File: src/pic_consts.svh
`ifndef PIC_CONSTS_SVH
`define PIC_CONSTS_SVH
// ==========================================================
// register index map (plain port, one 16-bit word each)
`define PIC_ADDR_FLAG     8'h00
`define PIC_ADDR_ENABLE   8'h01
`define PIC_ADDR_PRIO0    8'h02
`define PIC_ADDR_PRIO3    8'h05
`define PIC_ADDR_CTL1     8'h06
`define PIC_ADDR_CTL2     8'h07
`define PIC_ADDR_CTL3     8'h08
`define PIC_ADDR_CTL4     8'h09
`define PIC_ADDR_PEND     8'h0a
`define PIC_ADDR_STATUS   8'h0b
`define PIC_ADDR_CORE     8'h0c
`define PIC_ADDR_IST      8'h0d
`define PIC_ADDR_IMASK    8'h0e
// ==========================================================
// field positions
`define PIC_CTL1_NEST_BIT   15
`define PIC_CTL1_TRAP_LSB   1
`define PIC_CTL1_TRAP_MSB   4
`define PIC_CTL2_GIE_BIT    15
`define PIC_CTL2_ALT_BIT    8
`define PIC_CTL2_POL_MSB    3
`define PIC_CTL3_PLL_BIT    0
`define PIC_CTL3_DO_BIT     4
`define PIC_CTL4_SOFT_HARD_TRAP_STATUS_BIT   0
`define PIC_PEND_LVL_LSB    8
`define PIC_STATUS_LVL_LSB  5
`define PIC_STATUS_LVL_MSB  7
`define PIC_CORE_TOP_BIT    3
`define PIC_PRIO_FIELD_W    4
// ==========================================================
// reset values and constants
`define PIC_GIE_RST         1'b1
`define PIC_VEC_BASE        8'h08
`define PIC_LVL_MAX_LOW     3'h7
`define PIC_WORD_ZERO       16'h0000
`endif

File: src/pic_pkg.sv
package pic_pkg;
	typedef logic [15:0] pic_word_t;
	typedef logic [2:0]  pic_prio_t;
	// what the cpu sees of the pending-vector register
	typedef struct packed {
		logic       valid;
		logic [3:0] level;
		logic [7:0] pending_vector_number;
	} pic_pend_s;
	// register port request
	typedef struct packed {
		logic      wr;
		logic      rd;
		logic [7:0] addr;
		pic_word_t data;
	} pic_bus_s;
endpackage : pic_pkg

File: src/pic_arbiter.sv
`timescale 1ns/1ps
module pic_arbiter import pic_pkg::*; (
	input  wire logic [15:0]           flag_i,
	input  wire logic [15:0]           enable_i,
	input  wire logic [15:0][2:0]      prio_i,
	input  wire logic                  gie_i,
	input  wire logic [3:0]            cpu_level_i,
	output logic                       win_valid_o,
	output logic [3:0]                 win_idx_o,
	output pic_prio_t                  win_prio_o
);
	// ==========================================================
	// arbitration
	// strict compare keeps the earlier (lower vector) source on a tie
	always_comb begin
		win_valid_o = 1'b0;
		win_idx_o   = 4'h0;
		win_prio_o  = 3'h0;
		for (int i = 0; i < 16; i++) begin
			if (flag_i[i] && enable_i[i] && gie_i
			    && ({1'b0, prio_i[i]} > cpu_level_i)
			    && (!win_valid_o || prio_i[i] > win_prio_o)) begin
				win_valid_o = 1'b1;
				win_idx_o   = 4'(i);
				win_prio_o  = prio_i[i];
			end
		end
	end
endmodule : pic_arbiter

File: src/pic_controller.sv
`timescale 1ns/1ps
`include "pic_consts.svh"
// Function
// - every source owns a request flag, set by its event and held until software clears it.
// - every source owns an enable bit that gates whether it may interrupt.
// - every source owns a three-bit priority field holding levels zero to seven; level zero never interrupts.
// - a pending interrupt latches its vector number and its priority into the pending-vector register.
// - bit positions follow vector order, external request zero is bit 0 with vector 8.
// - control one holds nesting disable plus the trap status flags.
// - control two holds external request edge polarity, global enable and alternate table enable.
// - control three holds the auxiliary pll trap and loop stack overflow trap flags.
// - control four holds the software generated hard trap status.
// - the cpu status register holds the low three cpu priority bits, writable by software.
// - the top cpu priority bit sits in the core control register and is read-only.
module pic_controller import pic_pkg::*; (
	input  wire logic        sys_clk_i,
	input  wire logic        arst_n_i,
	input  wire logic        ce_i,
	input  wire logic [7:0]  addr_i,
	input  wire logic [15:0] wr_data_i,
	input  wire logic        wr_i,
	input  wire logic        rd_i,
	output pic_word_t        rd_data_o,
	input  wire logic [3:0]  ext_req_i,
	input  wire logic [11:0] periph_evt_i,
	input  wire logic [3:0]  trap_evt_i,
	input  wire logic        aux_pll_trap_i,
	input  wire logic        do_ovf_trap_i,
	input  wire logic        soft_hard_trap_i,
	input  wire logic        cpu_ack_i,
	output pic_pend_s        cpu_req_o,
	output logic             alt_vec_o,
	output logic             irq_o
);
	// ==========================================================
	// helpers
	function automatic logic wr_hit(input logic w, input logic [7:0] a, input logic [7:0] idx);
		wr_hit = w && (a == idx);
	endfunction : wr_hit

	// ==========================================================
	// external request synchroniser
	logic [3:0] ext_s1;
	logic [3:0] ext_s2;
	logic [3:0] ext_s3;
	logic [3:0] ext_pol;
	logic [3:0] ext_evt;

	// pins are asynchronous, two flops before anything looks at them
	always_ff @(posedge sys_clk_i or negedge arst_n_i) begin
		if (!arst_n_i) begin
			ext_s1 <= 4'h0;
			ext_s2 <= 4'h0;
			ext_s3 <= 4'h0;
		end else if (ce_i) begin
			ext_s1 <= ext_req_i;
			ext_s2 <= ext_s1;
			ext_s3 <= ext_s2;
		end
	end

	// polarity 0 rising edge, 1 falling edge
	always_comb begin
		ext_evt = (~ext_pol & ext_s2 & ~ext_s3) | (ext_pol & ~ext_s2 & ext_s3);
	end

	// ==========================================================
	// register state
	logic [15:0]      flag_bank;
	logic [15:0]      enable_bank;
	logic [15:0][2:0] prio_bank;
	logic             nest_dis;
	logic [3:0]       trap_flags;
	logic             global_irq_enable;
	logic             alt_en;
	logic             aux_pll_flag;
	logic             do_ovf_flag;
	logic             soft_hard_trap_status_flag;
	logic [2:0]       cpu_lvl_low;
	logic             cpu_top;
	logic [1:0]       ist;
	logic [1:0]       imask;
	pic_pend_s        pend;

	logic [15:0]      next_flag_bank;
	logic [15:0]      next_enable_bank;
	logic [15:0][2:0] next_prio_bank;
	logic             next_nest_dis;
	logic [3:0]       next_trap_flags;
	logic             next_gie;
	logic [3:0]       next_ext_pol;
	logic             next_alt_en;
	logic             next_aux_pll_flag;
	logic             next_do_ovf_flag;
	logic             next_soft_hard_trap_status_flag;
	logic [2:0]       next_cpu_lvl_low;
	logic             next_cpu_top;
	logic [1:0]       next_ist;
	logic [1:0]       next_imask;
	pic_pend_s        next_pend;

	logic [15:0]      src_evt;
	logic             win_valid;
	logic [3:0]       win_idx;
	pic_prio_t        win_prio;
	logic             any_trap_evt;

	// ext requests take the lowest positions, peripherals follow
	assign src_evt      = {periph_evt_i, ext_evt};
	assign any_trap_evt = |trap_evt_i | aux_pll_trap_i | do_ovf_trap_i | soft_hard_trap_i;

	pic_arbiter u_arbiter (
		.flag_i      (flag_bank),
		.enable_i    (enable_bank),
		.prio_i      (prio_bank),
		.gie_i       (global_irq_enable),
		.cpu_level_i ({cpu_top, cpu_lvl_low}),
		.win_valid_o (win_valid),
		.win_idx_o   (win_idx),
		.win_prio_o  (win_prio)
	);

	// next values; hardware sets always win over a software clear
	always_comb begin
		next_flag_bank = flag_bank;
		if (wr_hit(wr_i, addr_i, `PIC_ADDR_FLAG))
			next_flag_bank = wr_data_i;
		next_flag_bank = next_flag_bank | src_evt;

		next_enable_bank = enable_bank;
		if (wr_hit(wr_i, addr_i, `PIC_ADDR_ENABLE))
			next_enable_bank = wr_data_i;

		next_prio_bank = prio_bank;
		for (int r = 0; r < 4; r++) begin
			if (wr_hit(wr_i, addr_i, 8'(`PIC_ADDR_PRIO0 + r))) begin
				for (int n = 0; n < 4; n++)
					next_prio_bank[4*r+n] = wr_data_i[`PIC_PRIO_FIELD_W*n +: 3];
			end
		end

		next_nest_dis   = nest_dis;
		next_trap_flags = trap_flags;
		if (wr_hit(wr_i, addr_i, `PIC_ADDR_CTL1)) begin
			next_nest_dis   = wr_data_i[`PIC_CTL1_NEST_BIT];
			next_trap_flags = wr_data_i[`PIC_CTL1_TRAP_MSB:`PIC_CTL1_TRAP_LSB];
		end
		next_trap_flags = next_trap_flags | trap_evt_i;

		next_gie     = global_irq_enable;
		next_alt_en  = alt_en;
		next_ext_pol = ext_pol;
		if (wr_hit(wr_i, addr_i, `PIC_ADDR_CTL2)) begin
			next_gie     = wr_data_i[`PIC_CTL2_GIE_BIT];
			next_alt_en  = wr_data_i[`PIC_CTL2_ALT_BIT];
			next_ext_pol = wr_data_i[`PIC_CTL2_POL_MSB:0];
		end

		next_aux_pll_flag = aux_pll_flag;
		next_do_ovf_flag  = do_ovf_flag;
		if (wr_hit(wr_i, addr_i, `PIC_ADDR_CTL3)) begin
			next_aux_pll_flag = wr_data_i[`PIC_CTL3_PLL_BIT];
			next_do_ovf_flag  = wr_data_i[`PIC_CTL3_DO_BIT];
		end
		next_aux_pll_flag = next_aux_pll_flag | aux_pll_trap_i;
		next_do_ovf_flag  = next_do_ovf_flag | do_ovf_trap_i;

		next_soft_hard_trap_status_flag = soft_hard_trap_status_flag;
		if (wr_hit(wr_i, addr_i, `PIC_ADDR_CTL4))
			next_soft_hard_trap_status_flag = wr_data_i[`PIC_CTL4_SOFT_HARD_TRAP_STATUS_BIT];
		next_soft_hard_trap_status_flag = next_soft_hard_trap_status_flag | soft_hard_trap_i;

		// nesting disable parks the cpu at level seven on every entry
		next_cpu_lvl_low = cpu_lvl_low;
		if (cpu_ack_i && pend.valid)
			next_cpu_lvl_low = nest_dis ? `PIC_LVL_MAX_LOW : pend.level[2:0];
		if (wr_hit(wr_i, addr_i, `PIC_ADDR_STATUS))
			next_cpu_lvl_low = wr_data_i[`PIC_STATUS_LVL_MSB:`PIC_STATUS_LVL_LSB];

		// top bit follows trap state only, writes to the core register cannot touch it
		next_cpu_top = |next_trap_flags | next_aux_pll_flag | next_do_ovf_flag | next_soft_hard_trap_status_flag;

		next_pend = pend;
		next_pend.valid = win_valid;
		if (win_valid) begin
			next_pend.pending_vector_number = `PIC_VEC_BASE + {4'h0, win_idx};
			next_pend.level  = {1'b0, win_prio};
		end

		next_imask = imask;
		if (wr_hit(wr_i, addr_i, `PIC_ADDR_IMASK))
			next_imask = wr_data_i[1:0];
		next_ist = ist;
		if (wr_hit(wr_i, addr_i, `PIC_ADDR_IST))
			next_ist = ist & ~wr_data_i[1:0];
		next_ist = next_ist | {any_trap_evt, win_valid & ~pend.valid};
	end

	// register everything; ce low freezes all state
	always_ff @(posedge sys_clk_i or negedge arst_n_i) begin
		if (!arst_n_i) begin
			flag_bank    <= 16'h0000;
			enable_bank  <= 16'h0000;
			prio_bank    <= '0;
			nest_dis     <= 1'b0;
			trap_flags   <= 4'h0;
			global_irq_enable          <= `PIC_GIE_RST;
			alt_en       <= 1'b0;
			ext_pol      <= 4'h0;
			aux_pll_flag <= 1'b0;
			do_ovf_flag  <= 1'b0;
			soft_hard_trap_status_flag    <= 1'b0;
			cpu_lvl_low  <= 3'h0;
			cpu_top      <= 1'b0;
			ist          <= 2'h0;
			imask        <= 2'h0;
			pend         <= '0;
		end else if (ce_i) begin
			flag_bank    <= next_flag_bank;
			enable_bank  <= next_enable_bank;
			prio_bank    <= next_prio_bank;
			nest_dis     <= next_nest_dis;
			trap_flags   <= next_trap_flags;
			global_irq_enable          <= next_gie;
			alt_en       <= next_alt_en;
			ext_pol      <= next_ext_pol;
			aux_pll_flag <= next_aux_pll_flag;
			do_ovf_flag  <= next_do_ovf_flag;
			soft_hard_trap_status_flag    <= next_soft_hard_trap_status_flag;
			cpu_lvl_low  <= next_cpu_lvl_low;
			cpu_top      <= next_cpu_top;
			ist          <= next_ist;
			imask        <= next_imask;
			pend         <= next_pend;
		end
	end

	// ==========================================================
	// read path and outputs
	pic_word_t next_rd_data;
	logic      next_irq;

	// unmapped addresses read zero
	always_comb begin
		next_rd_data = rd_data_o;
		if (rd_i) begin
			next_rd_data = `PIC_WORD_ZERO;
			unique case (addr_i)
				`PIC_ADDR_FLAG:   next_rd_data = flag_bank;
				`PIC_ADDR_ENABLE: next_rd_data = enable_bank;
				`PIC_ADDR_CTL1: begin
					next_rd_data[`PIC_CTL1_NEST_BIT] = nest_dis;
					next_rd_data[`PIC_CTL1_TRAP_MSB:`PIC_CTL1_TRAP_LSB] = trap_flags;
				end
				`PIC_ADDR_CTL2: begin
					next_rd_data[`PIC_CTL2_GIE_BIT] = global_irq_enable;
					next_rd_data[`PIC_CTL2_ALT_BIT] = alt_en;
					next_rd_data[`PIC_CTL2_POL_MSB:0] = ext_pol;
				end
				`PIC_ADDR_CTL3: begin
					next_rd_data[`PIC_CTL3_PLL_BIT] = aux_pll_flag;
					next_rd_data[`PIC_CTL3_DO_BIT]  = do_ovf_flag;
				end
				`PIC_ADDR_CTL4:   next_rd_data[`PIC_CTL4_SOFT_HARD_TRAP_STATUS_BIT] = soft_hard_trap_status_flag;
				`PIC_ADDR_PEND: begin
					next_rd_data[7:0] = pend.pending_vector_number;
					next_rd_data[`PIC_PEND_LVL_LSB +: 4] = pend.level;
				end
				`PIC_ADDR_STATUS: next_rd_data[`PIC_STATUS_LVL_MSB:`PIC_STATUS_LVL_LSB] = cpu_lvl_low;
				`PIC_ADDR_CORE:   next_rd_data[`PIC_CORE_TOP_BIT] = cpu_top;
				`PIC_ADDR_IST:    next_rd_data[1:0] = ist;
				`PIC_ADDR_IMASK:  next_rd_data[1:0] = imask;
				default: begin
					for (int r = 0; r < 4; r++)
						if (addr_i == 8'(`PIC_ADDR_PRIO0 + r))
							for (int n = 0; n < 4; n++)
								next_rd_data[`PIC_PRIO_FIELD_W*n +: 3] = prio_bank[4*r+n];
				end
			endcase
		end
		next_irq = |(next_ist & next_imask);
	end

	// outputs straight from flops
	always_ff @(posedge sys_clk_i or negedge arst_n_i) begin
		if (!arst_n_i) begin
			rd_data_o <= `PIC_WORD_ZERO;
			irq_o     <= 1'b0;
			alt_vec_o <= 1'b0;
		end else if (ce_i) begin
			rd_data_o <= next_rd_data;
			irq_o     <= next_irq;
			alt_vec_o <= next_alt_en;
		end
	end

	assign cpu_req_o = pend;

	// ==========================================================
	// assertions
	property p_flag_hold;
		@(posedge sys_clk_i) disable iff (!arst_n_i)
		(flag_bank[5] && !(ce_i && wr_hit(wr_i, addr_i, `PIC_ADDR_FLAG))) |=> flag_bank[5];
	endproperty
	a_flag_hold: assert property (p_flag_hold) else $error("flag dropped without a write");
	property p_enable_gate;
		@(posedge sys_clk_i) disable iff (!arst_n_i)
		win_valid |-> (enable_bank[win_idx] && flag_bank[win_idx]);
	endproperty
	a_enable_gate: assert property (p_enable_gate) else $error("disabled source won");
	property p_prio_write;
		@(posedge sys_clk_i) disable iff (!arst_n_i)
		(ce_i && wr_hit(wr_i, addr_i, `PIC_ADDR_PRIO0)) |=> (prio_bank[1] == $past(wr_data_i[6:4]));
	endproperty
	a_prio_write: assert property (p_prio_write) else $error("priority field not stored");
	property p_pend_latch;
		@(posedge sys_clk_i) disable iff (!arst_n_i)
		(ce_i && win_valid) |=> (pend.valid && pend.pending_vector_number == 8'($past(win_idx) + 8)
		                         && pend.level == {1'b0, $past(win_prio)});
	endproperty
	a_pend_latch: assert property (p_pend_latch) else $error("pending vector wrong");
	property p_ext_zero;
		@(posedge sys_clk_i) disable iff (!arst_n_i)
		(ce_i && ext_evt[0]) |=> flag_bank[0];
	endproperty
	a_ext_zero: assert property (p_ext_zero) else $error("ext zero flag not at bit 0");
	property p_trap_one;
		@(posedge sys_clk_i) disable iff (!arst_n_i)
		(ce_i && trap_evt_i[2]) |=> (trap_flags[2] && cpu_top);
	endproperty
	a_trap_one: assert property (p_trap_one) else $error("trap flag not set");
	property p_gie_off;
		@(posedge sys_clk_i) disable iff (!arst_n_i)
		(ce_i && !global_irq_enable) |=> !cpu_req_o.valid;
	endproperty
	a_gie_off: assert property (p_gie_off) else $error("request with global enable off");
	property p_trap_three;
		@(posedge sys_clk_i) disable iff (!arst_n_i)
		(ce_i && aux_pll_trap_i && do_ovf_trap_i) |=> (aux_pll_flag && do_ovf_flag);
	endproperty
	a_trap_three: assert property (p_trap_three) else $error("control three flag missed");
	property p_soft_hard_trap_status;
		@(posedge sys_clk_i) disable iff (!arst_n_i)
		(ce_i && soft_hard_trap_i) |=> soft_hard_trap_status_flag;
	endproperty
	a_soft_hard_trap_status: assert property (p_soft_hard_trap_status) else $error("soft hard trap not recorded");
	property p_status_write;
		@(posedge sys_clk_i) disable iff (!arst_n_i)
		(ce_i && wr_hit(wr_i, addr_i, `PIC_ADDR_STATUS)) |=> (cpu_lvl_low == $past(wr_data_i[7:5]));
	endproperty
	a_status_write: assert property (p_status_write) else $error("cpu level write lost");
	property p_top_ro;
		@(posedge sys_clk_i) disable iff (!arst_n_i)
		(ce_i && wr_hit(wr_i, addr_i, `PIC_ADDR_CORE) && !cpu_top && !any_trap_evt) |=> !cpu_top;
	endproperty
	a_top_ro: assert property (p_top_ro) else $error("top level bit written");
	property p_above_level;
		@(posedge sys_clk_i) disable iff (!arst_n_i)
		win_valid |-> (global_irq_enable && {1'b0, win_prio} > {cpu_top, cpu_lvl_low});
	endproperty
	a_above_level: assert property (p_above_level) else $error("winner not above cpu level");
	property p_tie_low;
		@(posedge sys_clk_i) disable iff (!arst_n_i)
		(win_valid && win_idx != 4'h0 && flag_bank[0] && enable_bank[0]) |-> (prio_bank[0] < win_prio);
	endproperty
	a_tie_low: assert property (p_tie_low) else $error("tie not resolved to lower vector");
endmodule : pic_controller

File: config.mk
export PLATFORM = sky130hd
export DESIGN_NAME = pic_controller
export DESIGN_NICKNAME = d
export VERILOG_FILES = /design/src/pic_pkg.sv /design/src/pic_arbiter.sv /design/src/pic_controller.sv
export VERILOG_INCLUDE_DIRS = /design/src
export SDC_FILE = /design/constraint.sdc
export NUM_CORES = 1
export LEC_CHECK = 0
export BUFFER_PORTS_ARGS = -buffer_cell sky130_fd_sc_hd__buf_2
export CORE_MARGIN = 1
export CORE_UTILIZATION = 40
export DETAILED_ROUTE_END_ITERATION = 6
export GPL_TIMING_DRIVEN = 0
export HOLD_SLACK_MARGIN = 0.15
export MAX_ROUTING_LAYER = met4
export PLACE_DENSITY = 0.6
export SYNTH_ARGS = -nofsm -noshare
export SYNTH_HDL_FRONTEND = slang
export SYNTH_HIERARCHICAL = 1
export SYNTH_SLANG_ARGS = --single-unit
File: constraint.sdc
create_clock -name sys_clk_i -period 26 [get_ports sys_clk_i]
set_input_delay 2.6 -clock sys_clk_i [delete_from_list [all_inputs] [get_ports sys_clk_i]]
set_output_delay 2.6 -clock sys_clk_i [all_outputs]
set_load 0.1 [all_outputs]
; Word level (Yosys, flattened, before mapping)
; Index checks and enable logic that the tools add are counted.
[op_classes]
mux = 86
magnitude_cmp = 31
eq_ne = 14
reduce_logical = 130
n_addsub = 1
n_bitwise = 25
[op_table]
columns = operator, count
row1 = $mux 3, 39
row2 = $logic_and 1x1->1, 77
row3 = $gt 3x4->1, 16
row4 = $eq 8x4->1 const B, 7
row5 = $gt 3x3->1, 15
row6 = $mux 4, 9
row7 = $eq 8x3->1 const B, 4
row8 = $mux 1, 21
row9 = $reduce_and 2->1, 10
row10 = $pmux 1 s6, 3
row11 = $and 4x4->4, 4
row12 = $eq 8x2->1 const B, 2
row13 = $mux 16, 1
row14 = $or 16x16->16, 1
row15 = $logic_not 1->1, 15
row16 = $logic_or 1x1->1, 15
row17 = $reduce_or 7->1, 2
row18 = $not 4->4, 3
row19 = $reduce_or 4->1, 3
row20 = $reduce_or 6->1, 2
row21 = $pmux 2 s5, 1
row22 = $or 1x1->1, 9
row23 = $pmux 1 s9, 1
row24 = $pmux 3 s3, 1
row25 = other kinds (20), 26
[word_totals]
reg_bits = 143
out_inout_bits = 31
word_cells = 325

; Longest topological paths before layout
; Gate-level depths: netlist of the first run.
[depth]
depth_word = 68
ltp_mapped = 127
mapped_depth_nobuf = 127

; Cells and area by module
; Netlist of the first run, hierarchy kept.
[by_module_without_submodules]
columns = mod, cells_each, instances, area_each_um2, seq_area_each_um2
row1 = pic_controller, 624, 1, 6859.1, 3504.6
row2 = pic_arbiter, 473, 1, 3543.4, 0.0

; Least setup slack after synthesis of the first run
; Ideal clock, no wire load.
[synth_path]
path_kind = reg-to-reg
start = register cpu_lvl_low[2]
end = register pend, in the netlist cpu_req_o[9]
path_stages_with_launch = 113
period_less_slack_ns = 21.466
path_buffers = 0
slack_ns = 4.534
arrival_time_ns = 21.340
cell_sequence = dfrtp_1 inv_1 ha_1 nand3_1 nand4_1 nor2_1 nand2_1 ha_1 nor2b_1 o21a_1 o21ai_1 a211oi_1 or2_2 ha_1 nor2b_1 o21ai_0 a32oi_1 o211ai_1 [77 not listed] o211a_1 o21ai_0 ha_1 a21o_1 a21oi_1 a31oi_1 o21a_1 and2_1 a21oi_1 ha_1 a21o_1 a21oi_1 a31oi_1 o21a_2 inv_1 mux2_1 a31o_1 mux2_2
[synth_via]
elab_cells_between_ends = 125
classes_between = order compare (31) / mux (32) / reduce/logical (62)
[synth_lines]
columns = element, line_no
row1 = "start, declared", pic_controller.sv:79  ; logic [2:0] cpu_lvl_low;
row2 = "start signal, assigned", pic_controller.sv:230  ; cpu_lvl_low <= next_cpu_lvl_low;
row3 = $gt 3x4->1, pic_arbiter.sv:21  ; && ({1'b0, prio_i[i]} > cpu_level_i)
row4 = $logic_and 1x1->1, pic_arbiter.sv:21
row5 = $mux 3 / $mux 1 (equally long branches), pic_arbiter.sv:20  ; if (flag_i[i] && enable_i[i] && gie_i
row6 = $gt 3x3->1 / $logic_not 1->1 (equally long branches), pic_arbiter.sv:22  ; && (!win_valid_o || prio_i[i] > win_prio_o)) begin
row7 = $logic_or 1x1->1, pic_arbiter.sv:22
row8 = $logic_and 1x1->1, pic_arbiter.sv:22
row9 = $mux 3 / $mux 1 (equally long branches), pic_arbiter.sv:20
row10 = $gt 3x3->1 / $logic_not 1->1 (equally long branches), pic_arbiter.sv:22
row11 = [48 not listed], n/a
row12 = $logic_or 1x1->1, pic_arbiter.sv:22
row13 = $logic_and 1x1->1, pic_arbiter.sv:22
row14 = $mux 3 / $mux 1 (equally long branches), pic_arbiter.sv:20
row15 = $gt 3x3->1 / $logic_not 1->1 (equally long branches), pic_arbiter.sv:22
row16 = $logic_or 1x1->1, pic_arbiter.sv:22
row17 = $logic_and 1x1->1, pic_arbiter.sv:22
row18 = $mux 3 (*), pic_arbiter.sv:20
row19 = via win_prio[1], pic_controller.sv:105  ; pic_prio_t win_prio;
row20 = "end signal, assigned", pic_controller.sv:234  ; pend <= next_pend;
row21 = "end, declared", pic_controller.sv:83  ; pic_pend_s pend;
; The timed path passes the listed nets; every way through them passes the cells marked *.
; A chain may end at the register's enable or synchronous reset.

; Worst setup path after layout of the first run
[layout_path]
start = register cpu_lvl_low[0]
end = register pend, in the netlist cpu_req_o[4]
[layout_via]
elab_chain_cells = 64
elab_cells_between_ends = 140
classes_between = add/sub (1) / order compare (31) / mux (46) / reduce/logical (62)
[layout_lines]
columns = element, line_no
row1 = $gt 3x4->1, pic_arbiter.sv:21
row2 = $logic_and 1x1->1, pic_arbiter.sv:21
row3 = $mux 3 / $mux 1 (equally long branches), pic_arbiter.sv:20
row4 = $gt 3x3->1 / $logic_not 1->1 (equally long branches), pic_arbiter.sv:22
row5 = $logic_or 1x1->1, pic_arbiter.sv:22
row6 = $logic_and 1x1->1, pic_arbiter.sv:22
row7 = $mux 3 / $mux 1 (equally long branches), pic_arbiter.sv:20
row8 = $gt 3x3->1 / $logic_not 1->1 (equally long branches), pic_arbiter.sv:22
row9 = [49 not listed], n/a
row10 = $logic_and 1x1->1, pic_arbiter.sv:22
row11 = $mux 3 / $mux 1 (equally long branches), pic_arbiter.sv:20
row12 = $gt 3x3->1 / $logic_not 1->1 (equally long branches), pic_arbiter.sv:22
row13 = $logic_or 1x1->1, pic_arbiter.sv:22
row14 = $logic_and 1x1->1, pic_arbiter.sv:22
row15 = $mux 4 (*), pic_arbiter.sv:20
row16 = via win_idx[3], pic_controller.sv:104  ; logic [3:0] win_idx;
row17 = $add 4x4->5 (no line) (*), n/a
; Marked as above.

==> summary.md, run 1 <==
| Metric | Value |
|---|---|
| Row count | `between 50 and 60` |
| CTS root buf | `clkbuf_16` |
| Max stage delay on crit path | `0.63 ns` |
| Flop pwr share | `a little over two fifths` |
| Buffers on Ports | `76` |
| Critical R2R Capture | `cpu_req_o[4]` |
| Die Area | `approximately 27000 µm²` |
| Diode count | `0` |
| Via density | `between 5 and 6` |
| Max cap viols | `0` |
| CTS tree | `done` |
| Status | `finished, final reports clean` |
| Initial core utilization | `41.1%` |
| Final setup fails | `0` |
| Post-Syn Instances | `approximately 1100` |
| Reg-to-reg slack, setup | `about 1.9 ns` |
| Worst Hold Path EP | `rd_data_o[7]` |
| Slew @ Worst Pin | `~1.0 ns` |
| Number of synthesized flops with an enable pin | `0` |
| Period Utilization, post-route | `just over 90%` |
| RSZ-0062 raised after global routing | `no` |
| Clk sinks | `140` |
| Clk_lat worst skew | `around 0.44 ns` |
| Top FF cell, synth | `dfrtp_1` |
| PwrDens | `46.7 nW/µm²` |
| DP HPWL | `roughly 27000 µm` |
| Leakage | `5.36 nW` |
| Clock skew | `~0.011 ns` |
| Final nets | `approximately 1300` |
| Total Routed Length | `approximately 35000 µm` |
| CP Launch Type | `flop` |
| Crit path max fanout | `18` |
| Slowest cell on crit path | `dfrtp_4` |
| Initial antenna violation count | `0` |
| Gr ovfl total | `0` |
| Post-layout total power | `0.000557 W` |
| CP Capture Type | `flop` |
| Initial drt markers | `around 740` |
| Drt wl/cell | `~23 µm` |
| Num CTS Buffers | `17` |
| IO Pins | `84` |
| Die height | `163 µm` |
| Flops & latches, synth | `140` |
| Post-Route Setup TNS | `0 ns` |
| CP arrival | `24.45 ns` |
| Critical path data required time | `about 26 ns` |
| Area delta synth->final | `14.6%` |
| Final Hold Viols | `0` |
| Total number of vias | `9271` |
| Largest net degree at the start of global routing | `75` |
| Worst hold path startpoint | `rd_data_o[7]` |
| Core area | `25300 µm²` |
| R2r startpoint | `cpu_lvl_low[0]` |
| Post-Syn Area per Cell | `~9.5 µm²` |
| First-pass GRT wire length | `53700 µm` |
| Max Slew Vio Count | `0` |
| Internal power | `0.000393 W` |
| Slew headroom | `a little under a third` |
| Sw Share | `just under 30%` |
| Netlist Area Pre-Place | `approximately 10000 µm²` |
| Synth unique cells | `slightly above 90` |
| Global Route Usage Sum | `27.8%` |
| Fmax | `41.4 MHz` |
| DRT Pass-1 Iters | `5` |
| Gpl congestion | `about 0.97` |
| Clk pwr share | `a little over two fifths` |
| Horiz. Die Dim | `around 160 µm` |
| Clk buf depth | `2` |
| Min-Delay Path Class | `flop to flop` |
| DRC Markers | `0` |
| Clk slew on worst S/H paths | `about 0.06 ns` |
| Logic pwr share | `14.0%` |
| H-tree levels | `4` |
| Yosys warns | `6` |
| Vias in the first global route | `just under 9000` |
| Sequential element share of the synthesized area | `33.7%` |
| Tmin final | `between 20 and 25 ns` |
| Setup CP Type | `flop to flop` |
| Layout cell share with drive strength beyond 1 | `23.9%` |
| Reg2Reg Depth | `110` |
| Net Switching | `between 0.00015 and 0.0002 W` |
| VDD IR max | `around 0.000044 V` |
| Critical path's most frequent cell | `ha_1` |
| Antenna-violating nets left | `0` |
| FFs w/ async S/R, synth | `100%` |
| Hold Path Depth | `2` |
[placed cells by master (no fill, tap or decap), types with 5 or more instances in the layout]
cell type and count:
nor2b_1 21, o21a_1 13, o211ai_1 11, buf_4 13, nor3b_1 7, clkinvlp_4 6
dfrtp_1 138, o21ai_0 59, a22oi_1 6, and3_1 7, ha_1 87, mux2_2 98
a221oi_1 6, nand3_1 38, o32a_1 7, clkbuf_16 17, and2_1 12, o31ai_1 5
clkbuf_1 25, nand2_1 119, a21o_1 14, a32oi_1 10, inv_1 64, buf_6 5
o21ai_1 5, buf_2 86, nand4_1 12, a21oi_1 55, mux2_4 6, a31oi_1 14
mux2i_1 31, o22ai_1 12, nor3_1 22, nor2_1 53, a311oi_1 9
[logic make-up after synthesis]
family | share of synthesized area, %
AOI/OAI and AO/OA | 19.6
adders and majority gates | 10.6
buffers and inverters | 4.64
DFF | 33.7
muxes | 15.0
other | 0.0360
and+or+nand+nor | 16.5
[flip-flops by register name, summed over array words and instances (netlist names), 2 cells and up]
signal,cells
cpu_lvl_low,3
cpu_req_o,9
enable_bank,16
ext_pol,4
ext_s1,4
ext_s2,4
ext_s3,4
flag_bank,16
imask,2
ist,2
prio_bank,48
rd_data_o,16
trap_flags,4
[through the flow]
stage | hold slack (ns) | instance area (µm²) | setup slack, ns | cells | util [%]
after floorplan | 0.453 | 10400 | 4.53 | 1100 | -
final | 0.480 | 11900 | 1.87 | 1547 | 47.1
after detailed placement | 0.470 | 11200 | 0.955 | 1507 | 44.4
after global placement | 0.463 | 11200 | 1.46 | 1506 | 44.2
after global routing | 0.506 | 11900 | 0.0297 | 1547 | 47.1
after CTS | 0.483 | 11800 | 0.819 | 1538 | 46.7
[worst max-delay path, delay by kind of cell, from the launching register on]
family	cells	cell delay [ns]
buffers and inverters	3	0.42
AO/OA/AOI/OAI	61	12.48
multiplexers	5	1.71
adder cells (fa/ha/maj)	16	4.64
AND/OR/NAND/NOR	25	4.08
flip-flops	1	0.63
[power by group through the flow]
stage | clock network, W | registers, W | logic (W)
after CTS | 0.000245 | 0.000236 | 0.0000771
after global routing | 0.000254 | 0.000237 | 0.0000835
after global placement | 0 | 0.000239 | 0.0000752
after detailed placement | 0 | 0.000239 | 0.0000768
after floorplan | 0 | 0.000251 | 0.0000356
final | 0.000243 | 0.000236 | 0.0000778
[per-layer routing]
| metal | global-route usage (%) | part of all wire [%] |
|---|---|---|
| met1 | 37.7 | 46 |
| met2 | 42.5 | 45 |
| met3 | 4.44 | 6.2 |
| met4 | 8.16 | 2.7 |
| met5 | - | 0 |
[synthesized netlist by cell type (all sizes together), types with 5 or more instances]
library cell / n / area, µm²
a31oi: 14 / 87.6
nand4: 13 / 87.6
o21ai: 68 / 348
o32a: 7 / 70.1
a22oi: 8 / 70.1
mux2: 105 / 1200
or2: 5 / 31.3
a21o: 14 / 105
o21a: 15 / 115
clkbuf: 25 / 93.8
nor2: 55 / 209
nor4: 7 / 80.1
nor3: 25 / 146
nand3: 38 / 190
nand2: 120 / 453
a211oi: 5 / 62.6
o31ai: 6 / 50.1
inv: 66 / 248
a311oi: 13 / 161
a32oi: 11 / 115
a21oi: 56 / 284
o211ai: 11 / 82.6
a221oi: 6 / 52.6
and3: 7 / 43.8
o22ai: 12 / 75.1
and2: 13 / 82.6
nor3b: 7 / 52.6
dfrtp: 139 / 3480
ha: 87 / 1090
nor2b: 21 / 131
buf: 22 / 141
mux2i: 32 / 333
[worst max path at each step]
stage | slack [ns] | start | to
after floorplan | 4.53 | cpu_lvl_low[2] | cpu_req_o[9]
after global placement | 1.46 | cpu_lvl_low[1] | cpu_req_o[4]
after detailed placement | 0.96 | cpu_lvl_low[1] | cpu_req_o[9]
after CTS | 0.82 | cpu_lvl_low[1] | cpu_req_o[9]
after global routing | 0.03 | cpu_lvl_low[2] | cpu_req_o[9]
final | 1.87 | cpu_lvl_low[0] | cpu_req_o[4]
[repair_timing]
| item | in CTS | in global routing |
|---|---|---|
| gates resized for setup | 0 | 9 |
| setup endpoints to repair | 0 | 8 |
| hold buffers | 0 | 0 |
| setup buffers | 0 | 9 |
[area by class of cell]
cell class              count  area (µm²)
plain buffers              47         235
repair buffers             86         482
flip-flops and latches    140        3510
multi-input cells         847        6440
inverters                  66         255
clock buffers              18         439
clock inverters            13         144
fillers                  2426       13400
well taps                 330         413
(Power assumes the default switching activity.)
==> inputs of run 2 (changes only) <==
--- a/config.mk
+++ b/config.mk
@@ -13,7 +13,7 @@
 export GPL_TIMING_DRIVEN = 0
 export HOLD_SLACK_MARGIN = 0.15
 export MAX_ROUTING_LAYER = met4
-export PLACE_DENSITY = 0.6
+export PLACE_DENSITY = 0.62
 export SYNTH_ARGS = -nofsm -noshare
 export SYNTH_HDL_FRONTEND = slang
 export SYNTH_HIERARCHICAL = 1
==> constraint.sdc (replaced) <==
create_clock -name sys_clk_i -period 21.5 [get_ports sys_clk_i]
set_input_delay 2.15 -clock sys_clk_i [delete_from_list [all_inputs] [get_ports sys_clk_i]]
set_output_delay 2.15 -clock sys_clk_i [all_outputs]
set_load 0.1 [all_outputs]
==> run 2 against run 1 <==
Compared with the run above: routed wire length increased by 5.2%; cell count grew 4.4%; non-clock buffer count is 67 higher; utilization up 4.7 points; hold slack worse by 0.0051 ns; fmax rose by 13%; critical path type unchanged; largest cell class unchanged.
==> summary.md, run 2 (synthesized netlist as in run 1, its figures left out) <==
| Metric | Value |
|---|---|
| Core area | `25300 µm² (unchanged)` |
| Sw Share | `29.5% (+0.16 points)` |
| CTS tree | `done` |
| First-pass GRT wire length | `55100 µm (+2.7%)` |
| Clk_lat worst skew | `0.43 ns (about the same)` |
| Slowest cell on crit path | `a311oi_4` |
| Cell Count, Final, Fillers Out | `1615 (+4.4%)` |
| Drt wl/cell | `22.8 µm (+0.74%)` |
| Period Utilization, post-route | `99.3% (+6.5 points)` |
| Status | `finished, final reports clean` |
| M1 wire length | `15800 µm (-1.2%)` |
| DP HPWL | `26400 µm (-0.80%)` |
| Placed Cells | `1507 (unchanged)` |
| VDD IR max | `0.0000426 V (-3.0%)` |
| Clk slew on worst S/H paths | `0.06 ns (about the same)` |
| Commonest non-fill, non-tap cell in the layout | `dfrtp_1` |
| PwrDens | `51.5 nW/µm² (+10%)` |
| DRC Markers | `0 (unchanged)` |
| Clk buf depth | `2 (unchanged)` |
| Reg-to-reg slack, setup | `0.16 ns (-1.71 ns)` |
| Initial antenna violation count | `0 (unchanged)` |
| Vias in the first global route | `9220 (+4.3%)` |
| Final setup fails | `0 (unchanged)` |
| Met3 WL | `2450 µm (+13%)` |
| Internal power | `0.000476 W (+21%)` |
| Clk sinks | `140 (unchanged)` |
| Uppermost layer routed | `met4` |
| Post-DP Area | `11200 µm² (unchanged)` |
| Max cap viols | `0 (unchanged)` |
| Num CTS Buffers | `17 (unchanged)` |
| Slew @ Worst Pin | `0.950 ns (-0.0844 ns)` |
| Diode count | `0 (unchanged)` |
| Post-CTS Hold Buffers | `0 (unchanged)` |
| CTS root buf | `clkbuf_16` |
| Buffers on Ports | `76 (unchanged)` |
| Initial drt markers | `868 (+18%)` |
| Most frequent cells in the layout | `dfrtp_1, nand2_1, mux2_2` |
| Slew headroom | `36.2% (+5.7 points)` |
| Crit path max fanout | `7 (-11)` |
| Row count | `58 (unchanged)` |
| Worst hold path startpoint | `rd_data_o[13]` |
| Tmin final | `21.34 ns (-2.79 ns)` |
| Biggest register | `prio_bank` |
| Antenna-violating nets left | `0 (unchanged)` |
| Horiz. Die Dim | `163 µm (unchanged)` |
| Largest net degree at the start of global routing | `73 (-2.7%)` |
| Fmax | `46.9 MHz (+13%)` |
| R2r startpoint | `cpu_lvl_low[2]` |
| Max stage delay on crit path | `0.41 ns (-0.22 ns)` |
| Total Routed Length | `36900 µm (+5.2%)` |
| FILL cells | `2323 (-4.2%)` |
| Die height | `163 µm (unchanged)` |
| Setup crit start | `cpu_lvl_low[2]` |
| Largest register FFs | `48 (unchanged)` |
| Layout cell share with drive strength beyond 1 | `35.3% (+11 points)` |
| Global Route Usage Sum | `28.4% (+0.64 points)` |
| Initial core utilization | `41.1% (unchanged)` |
| CP arrival | `21.66 ns (-2.79 ns)` |
| Final instance area | `13100 µm² (+10%)` |
| Final nets | `1412 (+5.0%)` |
| Post-Route Setup TNS | `0 ns (unchanged)` |
| Via density | `6.00 (+0.16%)` |
| Final Hold Viols | `0 (unchanged)` |
| IO Pins | `84 (unchanged)` |
| Clock skew | `0.00574 ns (-0.00575 ns)` |
| Critical path data required time | `21.82 ns (-4.50 ns)` |
| DRT Pass-1 Iters | `5 (unchanged)` |
| Gr ovfl total | `0 (unchanged)` |
| Net Switching | `0.000199 W (+22%)` |
| CP Launch Type | `flop` |
| Flop pwr share | `42.3% (about the same)` |
| Logic pwr share | `14.7% (+0.7 points)` |
| Min-Delay Path Class | `flop to flop` |
| Setup CP Type | `flop to flop` |
| RSZ-0062 raised after global routing | `yes` |
| Total number of vias | `9694 (+4.6%)` |
| Area delta synth->final | `26.0%` |
| Die Area | `26700 µm² (unchanged)` |
| Max Slew Vio Count | `0 (unchanged)` |
| CP Capture Type | `flop` |
| Clk pwr share | `43.0% (-0.7 points)` |
| Leakage | `5.86 nW (+9.2%)` |
| H-tree levels | `4 (unchanged)` |
| Gpl congestion | `0.938 (-3.0%)` |
| Met2 routed WL | `17500 µm (+9.5%)` |
run 2: worst max-delay path, delay by kind of cell, from the launching register on:
| family | cells | cell delay, ns |
|---|---|---|
| AO/OA/AOI/OAI | 63 | 10.79 |
| multiplexers | 5 | 1.56 |
| flip-flops | 1 | 0.39 |
| buffers and inverters | 5 | 0.80 |
| AND/OR/NAND/NOR | 23 | 2.99 |
| adder cells (fa/ha/maj) | 17 | 4.63 |
run 2: final timing paths:
path,cells past startpoint,end
worst max register to register,113,cpu_req_o[2]
worst min-delay path,2,rd_data_o[13]
worst max-delay path,113,cpu_req_o[2]
worst min register to register,2,rd_data_o[13]
min in group asynchronous,1,irq_o
max in group asynchronous,2,cpu_lvl_low[0]
run 2: repair_timing:
action,4_1_cts,5_1_grt
pin swaps,24,92
endpoints found under the setup margin,8,8
setup buffers,35,41
resized for setup,53,109
run 2: area by class of cell:
type	instances	area, µm²	area share [%]
Tap cell	330	413	3.15
Buffer	47	235	1.79
Inverter	66	255	1.95
Sequential cell	140	3510	26.8
Clock inverter	14	146	1.12
Clock buffer	18	429	3.27
Timing Repair Buffer	153	1000	7.66
Multi-Input combinational cell	847	7120	54.3
run 2: metrics by stage:
stage               utilization, %  power (W)  hold WS [ns]  setup WS (ns)
floorplan                        -   0.000347         0.453         0.0338
global placement              44.2   0.000380         0.462          -3.07
detailed placement            44.4   0.000382         0.470          -3.37
CTS                           48.5   0.000672         0.482         0.0558
global route                  51.7   0.000695         0.517         -0.812
finish                        51.7   0.000676         0.475          0.160
run 2: metal layers:
metal / vias up / track usage, %
li1: 4416 / -
met1: 4790 / 37.7
met2: 409 / 44.5
met4: 0 / 10.1
met3: 79 / 3.56
met5: - / -
run 2: power groups by stage:
stage          clock [W]  sequential, W  combinational [W]
2_1_floorplan          0       0.000304          0.0000431
3_5_place_dp           0       0.000290          0.0000925
4_1_cts         0.000292       0.000285          0.0000947
6_report        0.000291       0.000286          0.0000994
3_3_place_gp           0       0.000289          0.0000905
5_1_grt         0.000302       0.000287           0.000106
